$ cat config.mk
export PLATFORM = sky130hd
export DESIGN_NAME = ppp_port
export DESIGN_NICKNAME = d
export VERILOG_FILES = /design/src/ppp_pkg.sv /design/src/ppp_port.sv
export VERILOG_INCLUDE_DIRS = /design/src
export SDC_FILE = /design/constraint.sdc
export NUM_CORES = 1
export LEC_CHECK = 0
export BUFFER_PORTS_ARGS = -buffer_cell sky130_fd_sc_hd__buf_2
export CAP_MARGIN = 20
export CORE_UTILIZATION = 45
export CTS_BUF_LIST = sky130_fd_sc_hd__clkbuf_16
export DETAILED_ROUTE_END_ITERATION = 12
export GPL_ROUTABILITY_DRIVEN = 0
export GPL_TIMING_DRIVEN = 0
export PLACE_DENSITY_LB_ADDON = 0.12
export SLEW_MARGIN = 25
export SYNTH_ARGS = -nofsm -noshare
export SYNTH_HDL_FRONTEND = slang
export SYNTH_SLANG_ARGS = --single-unit
$ cat constraint.sdc
create_clock -name sys_clk -period 4.1 [get_ports sys_clk]
set_clock_uncertainty 0.2 [all_clocks]
set_input_delay 0.82 -clock sys_clk [delete_from_list [all_inputs] [get_ports sys_clk]]
set_output_delay 0.82 -clock sys_clk [all_outputs]
set_load 0.01 [all_outputs]
$ cat src/ppp_params.svh
// Purpose : Constants for the parallel printer port
// Assumes : 8-bit I/O data bus, 16-bit port addresses
// Notes   : Offsets are the printed I/O port addresses
`ifndef PPP_PARAMS_SVH
`define PPP_PARAMS_SVH

// ----------------------------------------------------------------
// Port addresses
// ----------------------------------------------------------------
`define PPP_DATA_ADDR    16'h0250
`define PPP_CTRL_ADDR    16'h0260

// ----------------------------------------------------------------
// Control field positions
// ----------------------------------------------------------------
`define PPP_CTL_STROBE   0
`define PPP_CTL_AUTONL   1
`define PPP_CTL_INIT     2
`define PPP_CTL_ONLINE   3
`define PPP_CTL_OUTDIS   4
`define PPP_CTL_INTDIS   7

// ----------------------------------------------------------------
// Reset values and vector
// ----------------------------------------------------------------
`define PPP_DATA_RST     8'h00
`define PPP_CTRL_RST     8'h90
`define PPP_INT_VEC_ADDR 20'h00098

`endif

$ cat src/ppp_pkg.sv
// Purpose : Types for the parallel printer port
// Assumes : Used together with ppp_params.svh
// Notes   : Status inputs and control pins travel as structs
package ppp_pkg;

  // ----------------------------------------------------------------
  // Pin groups
  // ----------------------------------------------------------------
  typedef struct packed {
    logic busy;
    logic ack;
    logic fault;
    logic media_exhausted;
    logic online;
  } ppp_status_in_type;

  typedef struct packed {
    logic strobe_oe;
    logic auto_newline_oe;
    logic init_oe;
    logic online_req_oe;
  } ppp_ctrl_pins_type;

  // ----------------------------------------------------------------
  // Whole module state
  // ----------------------------------------------------------------
  typedef struct packed {
    logic [7:0] data_out_latch;
    logic [7:0] line_control;
    logic [7:0] rd_data;
    logic [7:0] data_o;
    logic       data_oe;
    ppp_ctrl_pins_type ctrl;
    logic       irq;
  } ppp_state_type;

endpackage

$ cat src/ppp_port.sv
// Overview of operation
// - With drivers on each data latch bit drives its pin, 0 low, 1 high.
// - Data reads return the latch when driving, else the live pin levels.
// - Port 250H writes the data latch and reads the data sample.
// - Port 260H writes the control register and reads the status port.
// - Control bits 0-3 set pull the strobe, newline, init, online pins low.
// - Control bit 4 clear enables the data drivers; set releases the pins.
// - Control bit 7 clear requests an interrupt while busy is low.
// - The interrupt is serviced through the vector at 0:98H.
// - Every status bit reads the inverse of its pin level.
// - Status bits: busy_n ack fault media_n online_n strobe init select.
//
// Purpose : Parallel printer port behind two I/O addresses
// Assumes : Pins sampled synchronously; open-collector pins pulled up
// Notes   : Read data is registered, valid the cycle after io_rd
`timescale 1ns/100ps
`include "ppp_params.svh"

module ppp_port (
  // Clock and reset
  input  wire logic                       sys_clk,
  input  wire logic                       rst_n,
  // Host I/O bus
  input  wire logic [15:0]                io_addr,
  input  wire logic                       io_wr,
  input  wire logic                       io_rd,
  input  wire logic [7:0]                 io_wdata,
  output      logic [7:0]                 io_rdata,
  output      logic                       irq,
  output      logic [19:0]                irq_vector_addr,
  // Data pins, three signals each
  input  wire logic [7:0]                 data_i,
  output      logic [7:0]                 data_o,
  output      logic                       data_oe,
  // Open-collector control pins, enable pulls the pin low
  input  wire logic [3:0]                 ctrl_pin_i,
  output      ppp_pkg::ppp_ctrl_pins_type ctrl_oe,
  // Status input pins
  input  wire ppp_pkg::ppp_status_in_type stat_i
);

  ppp_pkg::ppp_state_type s_q;
  ppp_pkg::ppp_state_type s_d;
  logic [7:0]             ctl_next;
  logic [7:0]             data_next;

  // ----------------------------------------------------------------
  // Next state
  // ----------------------------------------------------------------
  always_comb begin
    s_d       = s_q;
    data_next = s_q.data_out_latch;
    ctl_next  = s_q.line_control;
    if (io_wr && io_addr == `PPP_DATA_ADDR) begin
      data_next = io_wdata;
    end
    if (io_wr && io_addr == `PPP_CTRL_ADDR) begin
      // Unused bits 5 and 6 are dropped so they read back nowhere
      ctl_next = io_wdata & 8'h9f;
    end
    s_d.data_out_latch = data_next;
    s_d.line_control   = ctl_next;
    // Pins follow the registers one cycle after the write
    s_d.data_o  = data_next;
    s_d.data_oe = ~ctl_next[`PPP_CTL_OUTDIS];
    s_d.ctrl.strobe_oe       = ctl_next[`PPP_CTL_STROBE];
    s_d.ctrl.auto_newline_oe = ctl_next[`PPP_CTL_AUTONL];
    s_d.ctrl.init_oe         = ctl_next[`PPP_CTL_INIT];
    s_d.ctrl.online_req_oe   = ctl_next[`PPP_CTL_ONLINE];
    // Level request: stays up as long as busy is low and unmasked
    s_d.irq = ~s_q.line_control[`PPP_CTL_INTDIS] & ~stat_i.busy;
    s_d.rd_data = 8'h00;
    if (io_rd && io_addr == `PPP_DATA_ADDR) begin
      s_d.rd_data = s_q.data_oe ? s_q.data_out_latch : data_i;
    end else if (io_rd && io_addr == `PPP_CTRL_ADDR) begin
      // Bits 5-7 read the open-collector pins themselves
      s_d.rd_data = ~{ctrl_pin_i[`PPP_CTL_ONLINE],
                      ctrl_pin_i[`PPP_CTL_INIT],
                      ctrl_pin_i[`PPP_CTL_STROBE],
                      stat_i.online, stat_i.media_exhausted,
                      stat_i.fault, stat_i.ack, stat_i.busy};
    end
  end

  // ----------------------------------------------------------------
  // State register
  // ----------------------------------------------------------------
  always_ff @(posedge sys_clk) begin
    if (!rst_n) begin
      s_q                <= '0;
      s_q.data_out_latch <= `PPP_DATA_RST;
      s_q.line_control   <= `PPP_CTRL_RST;
    end else begin
      s_q <= s_d;
    end
  end

  // ----------------------------------------------------------------
  // Outputs, all but the constant vector address straight from the state register
  // ----------------------------------------------------------------
  assign io_rdata        = s_q.rd_data;
  assign irq             = s_q.irq;
  assign data_o          = s_q.data_o;
  assign data_oe         = s_q.data_oe;
  assign ctrl_oe         = s_q.ctrl;
  assign irq_vector_addr = `PPP_INT_VEC_ADDR;
endmodule

=== Yosys cells after proc, flatten, opt, wreduce, memory -nomap -nowiden ===
Index checks and enable logic that the tools add are counted.

* Output and inout bits: 42
* Bits in registers: 28

* Muxes and demuxes: 5
* Reduce and logical (&&, ||, !) cells: 4
* Bitwise logic cells: 5
* Eq/ne operators: 2

{| class="wikitable"
|+ Operators with widths
! kind !! count
|-
| $eq A16 B10 Y1 const B || 2
|-
| $mux W8 || 4
|-
| $not A8 Y8 || 1
|-
| $mux W5 || 1
|-
| $logic_and A1 B1 Y1 || 4
|-
| $not A1 Y1 || 3
|-
| $and A1 B1 Y1 || 1
|}

=== Logic depth before layout (Yosys ltp) ===
Gate-level depths: netlist of the first run.

* Depth in word-level cells: 4
* Depth in mapped cells: 5
* Gate-level depth less buffers: 4

=== Worst setup path before layout of the first run ===
No wires, ideal clock.

* Kind: in2reg
* Start: input io_addr[8]
* End: register s_q (netlist bit data_oe)
* Data required time: 3.779 ns
* Buffers on the path: 0
* Arrival time: 1.856 ns
* Cell stages on the path: 4
* Slack: 1.923 ns
* Cell sequence: nor4b_4 -> nand4_4 -> nor2_8 -> mux2_4

* Longest elaborated chain between the ends: 4

{| class="wikitable"
|+ Ends and longest elaborated chain
! item !! RTL line !! RTL
|-
| from (decl) || ppp_port.sv:24 || <nowiki>input wire logic [15:0] io_addr,</nowiki>
|-
| $eq A16 B10 Y1 (no line) || - ||
|-
| $logic_and A1 B1 Y1 (no line) || - ||
|-
| $mux W5 || ppp_port.sv:57 || <nowiki>if (io_wr && io_addr == `PPP_CTRL_ADDR) begin</nowiki>
|-
| $not A1 Y1 || ppp_port.sv:65 || <nowiki>s_d.data_oe = ~ctl_next[`PPP_CTL_OUTDIS];</nowiki>
|-
| to (decl) || ppp_port.sv:42 || <nowiki>ppp_pkg::ppp_state_type s_q;</nowiki>
|}

Every way passes these cells.
A chain may end at the register's enable or synchronous reset.

=== Worst setup path in the final report of the first run ===
Ends and elaborated chain as after synthesis.

==> impl_metrics.yaml, run 1 <==
outcome:
  run_status: "completed"
setup_path:
  crit_required_ns: 4.05
  cp_data_arrival_time_ns: 2.05
  reg2reg_depth: 4
  timing.setup.critical_path_class: "primary input to flop"
  cp.depth: 5
  crit_path_start_kind: "primary input"
  worstPathMaxFanout: 7
  path_buf_inv: 1
  end_kind: "flop"
  crit_slowest_cell: "nor4b_4"
  critical_path_cell_by_cell: "buf_2, nor4b_4, nand4_4, nor2_8, mux2_4"
  reg2reg_end: "io_rdata[2]"
  critical_path.top_delay_family: "simple AND/OR/NAND/NOR gates"
  worstReg2RegStart: "data_oe"
  reg2reg_setup_slack_ns: 2.77
  crit_start: "io_addr[8]"
  timing.critical_path.to: "data_oe"
  max_stage_delay_ns: 0.34
cts:
  h-tree-depth: 1
  tritoncts.num_buffers: 3
  clock_tree.root_cell: "clkbuf_16"
  cts_tree: "yes"
  clkLatencyLatePin_ns: 0.25
  cts_resized: 0
  clkSlewWorstSetupHoldPaths_ns: 0.06
  ctsHoldBuffers: 0
  cts_max_path_buffers: 2
  cts_setup_buffers: 0
  clock_sink_count: 24
timing:
  final-max-slew-violation-count: 0
  tightest_slew_ns: 0.556
  slew-limit-headroom_pct: 62.9
  fin_crit_ns: 2.10
  rsz0062_at_grt: "false"
  layout_worst_path_cycle_share_pct: 51.2
  setup_total_negative_slack_ns: 0
  final-setup-viol-count: 0
  worst_slack_ns: 2.00
  hold_viol_final: 0
  f_max_mhz: 476
die:
  chipWidth_um: 58.2
  starting_density_pct: 46.9
  placementRows: 20
  core-area_um2: 3030
  die_h_um: 58.2
  dieArea_um2: 3390
  ioPinCount: 87
logic_synthesis:
  asyncSetResetFlopFracSynth_pct: 0
  yosys-top-cells-count: "buf_4 (40), dfxtp_1 (24), mux2i_1 (22)"
  postSynthRegisterBits: 24
  ys_types: 19
  synth_enable_flop_cells: 0
  synthesis.yosys.warnings: 0
  syn_area_per_cell_um2: 9.60
  synthesis.area_um2: 1420
  netlist.area_leader.share_pct: 33.8
  post_synth_main_area_contributors: "dfxtp_1 (34%), buf_4 (21%), mux2i_1 (15%)"
  synth-main-ff-cell: "dfxtp_1"
  synth-seq-area-share_pct: 33.8
  synth.most_common_cell: "buf_4"
  synthDominantAreaCellType: "dfxtp_1"
  synthesis.instances: 148
detailed_routing:
  routed_wl_mm: 2.82
  remaining_drc_errors: 0
  detail_route.iter0.violations: 29
  wirelength_per_cell_um: 10.1
  drt_pre_antenna_iters: 4
  route.detailed.vias_per_inst: 4.18
  via_count: 1163
  antenna_left: 0
finish:
  n_antenna_cell: 0
  synthesis_to_finish_area_growth_pct: 38.6
  design.final.nets: 280
  layout_cells_sized_above_1_pct: 50.0
  finalNonFillerCells: 278
place:
  placement.setup.worst_slack_ns: 1.71
  place.detailed.hpwl_mm: 2.32
  placement.io_buffers: 64
  placed_cells: 274
global_route:
  overflow: 0
  number_of_global_route_vias_before_repair: 1043
  grt_pass1_wl_mm: 4.49
  grt_usage_pct: 17.2
  antenna_found_initial: 0
  grt_start_max_net_pins: 15
hold_path:
  timing.hold.worst.class: "flop to flop"
  hold_start: "s_q[29]"
pwr:
  vdd.ir_drop.worst_uv: 268
  leakage_nw: 1.01
  ratio_of_total_power_to_cell_area_nw_per_um2: 294
flow_run:
  cap_violations: 0
-- how the worst min path moves through the flow --
stage | endpoint | slack (ns) | depth (start not counted)
6_report | irq | 0.23 | 1
3_5_place_dp | irq | 0.23 | 1
3_3_place_gp | irq | 0.20 | 1
5_1_grt | irq | 0.26 | 1
2_1_floorplan | irq | 0.20 | 1
4_1_cts | irq | 0.24 | 1
-- cell type report --
type,instances,area [µm²]
fill,267,1060
multi-input combinational,96,683
sequential,24,480
buffer,46,325
timing repair buffer,64,320
clock buffer,3,75.1
tap,44,55.1
clock inverter,1,30.0
-- kinds of logic (layout without fill, tap and decap cells) --
logic type / after synthesis / after routing / share of synthesized area, %
flip-flops: 24 / 24 / 33.8
buffers and inverters: 46 / 114 / 22.9
other: 2 / 20 / 0.528
AO/OA/AOI/OAI: 8 / 8 / 4.93
multiplexers: 23 / 23 / 16.5
AND/OR/NAND/NOR: 45 / 45 / 21.3
-- flip-flops by register name (all words and copies together), names as in the netlist, named ones only --
name and cells:
irq 1, data_oe 1, data_o 8, io_rdata 8, s_q 5
-- cells in the final DEF, fill, tap and decap left out, types with 2 or more instances in the layout --
master     instances
buf_2             66
buf_4             40
clkbuf_1           4
clkbuf_16          3
conb_1            20
dfxtp_1           24
mux2i_1           22
nand2_1           21
nand2b_1           2
nor2_1             8
nor2_8             2
nor2b_1            4
nor3b_1            2
nor4b_4            2
o22a_1             8
-- power breakdown --
group          switching [mW]  internal [mW]
combinational          0.0339         0.0379
clock                  0.0809          0.194
sequential         0.00000100          0.233
-- per-stage QoR --
step | util (%) | power (mW) | hold WS (ns) | cell area, µm²
2_1_floorplan | - | 0.282 | 0.196 | 1490
3_5_place_dp | 61.6 | 0.309 | 0.230 | 1860
5_1_grt | 65.0 | 0.599 | 0.262 | 1970
3_3_place_gp | 61.6 | 0.308 | 0.204 | 1860
6_report | 65.0 | 0.580 | 0.232 | 1970
4_1_cts | 65.0 | 0.587 | 0.238 | 1970
-- layer usage --
| layer | vias up | wire length [µm] | track usage, % |
|---|---|---|---|
| met5 | - | 0 | 0 |
| met4 | 0 | 11 | 3.06 |
| met3 | 2 | 178 | 4.02 |
| met2 | 43 | 1410 | 32.0 |
| met1 | 512 | 1220 | 20.1 |
| li1 | 606 | - | - |
Power figures use the tool's default switching activity.
==> run 2: changes to the inputs <==
--- a/config.mk
+++ b/config.mk
@@ -8,7 +8,7 @@
 export LEC_CHECK = 0
 export BUFFER_PORTS_ARGS = -buffer_cell sky130_fd_sc_hd__buf_2
 export CAP_MARGIN = 20
-export CORE_UTILIZATION = 45
+export CORE_UTILIZATION = 43
 export CTS_BUF_LIST = sky130_fd_sc_hd__clkbuf_16
 export DETAILED_ROUTE_END_ITERATION = 12
 export GPL_ROUTABILITY_DRIVEN = 0
==> constraint.sdc (replaced) <==
create_clock -name sys_clk -period 2.12 [get_ports sys_clk]
set_clock_uncertainty 0.2 [all_clocks]
set_input_delay 0.424 -clock sys_clk [delete_from_list [all_inputs] [get_ports sys_clk]]
set_output_delay 0.424 -clock sys_clk [all_outputs]
set_load 0.01 [all_outputs]
==> run 2 against run 1 <==
  * Final cell count unchanged
  * Global-route usage down 1.8 points
  * Utilization down 2.4 points
  * Critical path depth unchanged
  * Largest power group is now registers
  * Count of clock-buffer cells in the layout unchanged
  * Design area down 1.3%
  * Worst hold slack worse by 0.082 ns
  * Via count down 1.7%
  * Clock power up 48%
  * Wire length down 6.7%
==> impl_metrics.yaml, run 2 (same netlist as run 1, synthesis figures left out) <==
detailed_routing:
  detail_route.iter0.violations: 36
  routed_wl_mm: 2.63
  via_count: 1143
  wirelength_per_cell_um: 9.44
  remaining_drc_errors: 0
  antenna_left: 0
  route.detailed.vias_per_inst: 4.11
  drt_pre_antenna_iters: 4
global_route:
  gr-usage-met1_pct: 19.5
  grt_usage_pct: 15.4
  global_route.usage.met2_pct: 26.3
  overflow: 0
  grt_start_max_net_pins: 14
  number_of_global_route_vias_before_repair: 969
  antenna_found_initial: 0
  gr-usage-met3_pct: 3.49
  grt_busiest_layer: "met2"
  grt_pass1_wl_mm: 4.07
outcome:
  run_status: "completed"
timing:
  final-max-slew-violation-count: 0
  final-setup-viol-count: 0
  fin_crit_ns: 1.68
  slew-limit-headroom_pct: 62.0
  f_max_mhz: 594
  setup_total_negative_slack_ns: 0
  tightest_slew_ns: 0.570
  worst_slack_ns: 0.437
  worst_hold_slack_ns: 0.150
  rsz0062_at_grt: "false"
  layout_worst_path_cycle_share_pct: 79.4
  hold_viol_final: 0
pwr:
  ratio_of_total_power_to_cell_area_nw_per_um2: 512
  vdd.ir_drop.worst_uv: 277
  report.power.total_uw: 995
  leakage_nw: 1.00
cts:
  tritoncts.num_buffers: 3
  clkSlewWorstSetupHoldPaths_ns: 0.06
  cts_resized: 0
  ctsHoldBuffers: 0
  clock_sink_count: 24
  h-tree-depth: 1
  cts_max_path_buffers: 2
  cts_setup_buffers: 0
  clkLatencyLatePin_ns: 0.25
  cts_tree: "yes"
  clock_tree.root_cell: "clkbuf_16"
finish:
  design.final.nets: 280
  post_route_cell_area_um2: 1940
  finalNonFillerCells: 278
  layout.filler_cells: 306
  leading_cell_types_in_the_layout_fill_and_taps_excluded: "buf_2 (66), buf_4 (40), dfxtp_1 (24), mux2i_1 (22), nand2_1 (21)"
  layout_cells_sized_above_1_pct: 49.6
  post-route-util_pct: 62.6
  multi_input_logic_area_um2: 683
  synthesis_to_finish_area_growth_pct: 36.7
  area.sequential_um2: 480
  layout.cells.most_common: "buf_2"
  n_antenna_cell: 0
setup_path:
  crit_slowest_cell: "nor3b_1"
  max_stage_delay_ns: 0.34
  cp_data_arrival_time_ns: 1.63
  path_buf_inv: 1
  crit_required_ns: 2.07
  end_kind: "flop"
  critical_path_cell_by_cell: "buf_2, nor3b_1, nand4_4, nor2_8, mux2_4"
  critical_path.top_delay_family: "simple AND/OR/NAND/NOR gates"
  crit_path_start_kind: "primary input"
  timing.setup.critical_path_class: "primary input to flop"
  worstPathMaxFanout: 7
flow_run:
  cap_violations: 0
place:
  postPlaceCellArea_um2: 1860
  place.detailed.hpwl_mm: 2.12
  placement.io_buffers: 64
  placed_cells: 274
  placement.setup.worst_slack_ns: 0.151
die:
  core-area_um2: 3100
  starting_density_pct: 45.8
  chipWidth_um: 59.5
  placementRows: 20
  dieArea_um2: 3540
  die_h_um: 59.5
  ioPinCount: 87
hold_path:
  timing.hold.worst.class: "primary input to flop"
-- run 2: cell count changes in the layout (fill, tap and decap cells not counted) --
cell,before,now
bufinv_16,1,0
clkinv_1,0,1
-- run 2: layout make-up --
cell class,count,area share [%]
Timing Repair Buffer,64,16.5
Tap cell,44,2.83
Buffer,46,16.7
Clock inverter,1,0.193
Clock buffer,3,3.86
Multi-Input combinational cell,96,35.2
Sequential cell,24,24.7
-- run 2: power breakdown --
group | total, mW | switching, mW | internal (mW)
Sequential | 0.451 | 0.00000171 | 0.451
Combinational | 0.138 | 0.0646 | 0.0733
Clock | 0.406 | 0.155 | 0.252
Total | 0.995 | 0.219 | 0.776
-- run 2: worst reg2reg max path, stage by stage (launching register included) --
cell	delay, ns
dfxtp_1	0.32
buf_2	0.27
mux2i_1	0.30
o22a_1	0.16
nor2_1	0.04
-- run 2: final timing paths --
path | slack, ns | endpoint | from | depth (start not counted)
worst max-delay path | 0.44 | data_oe | io_addr[3] | 5
worst max register to register | 0.72 | io_rdata[1] | data_oe | 4
worst min-delay path | 0.15 | irq | stat_i[4] | 2
worst min register to register | 0.22 | irq | s_q[29] | 1
-- run 2: per-layer routing --
metal / up-vias / routed length, µm
li1: 606 / -
met1: 491 / 1230
met2: 44 / 1190
met3: 2 / 192
met4: 0 / 8
met5: - / 0
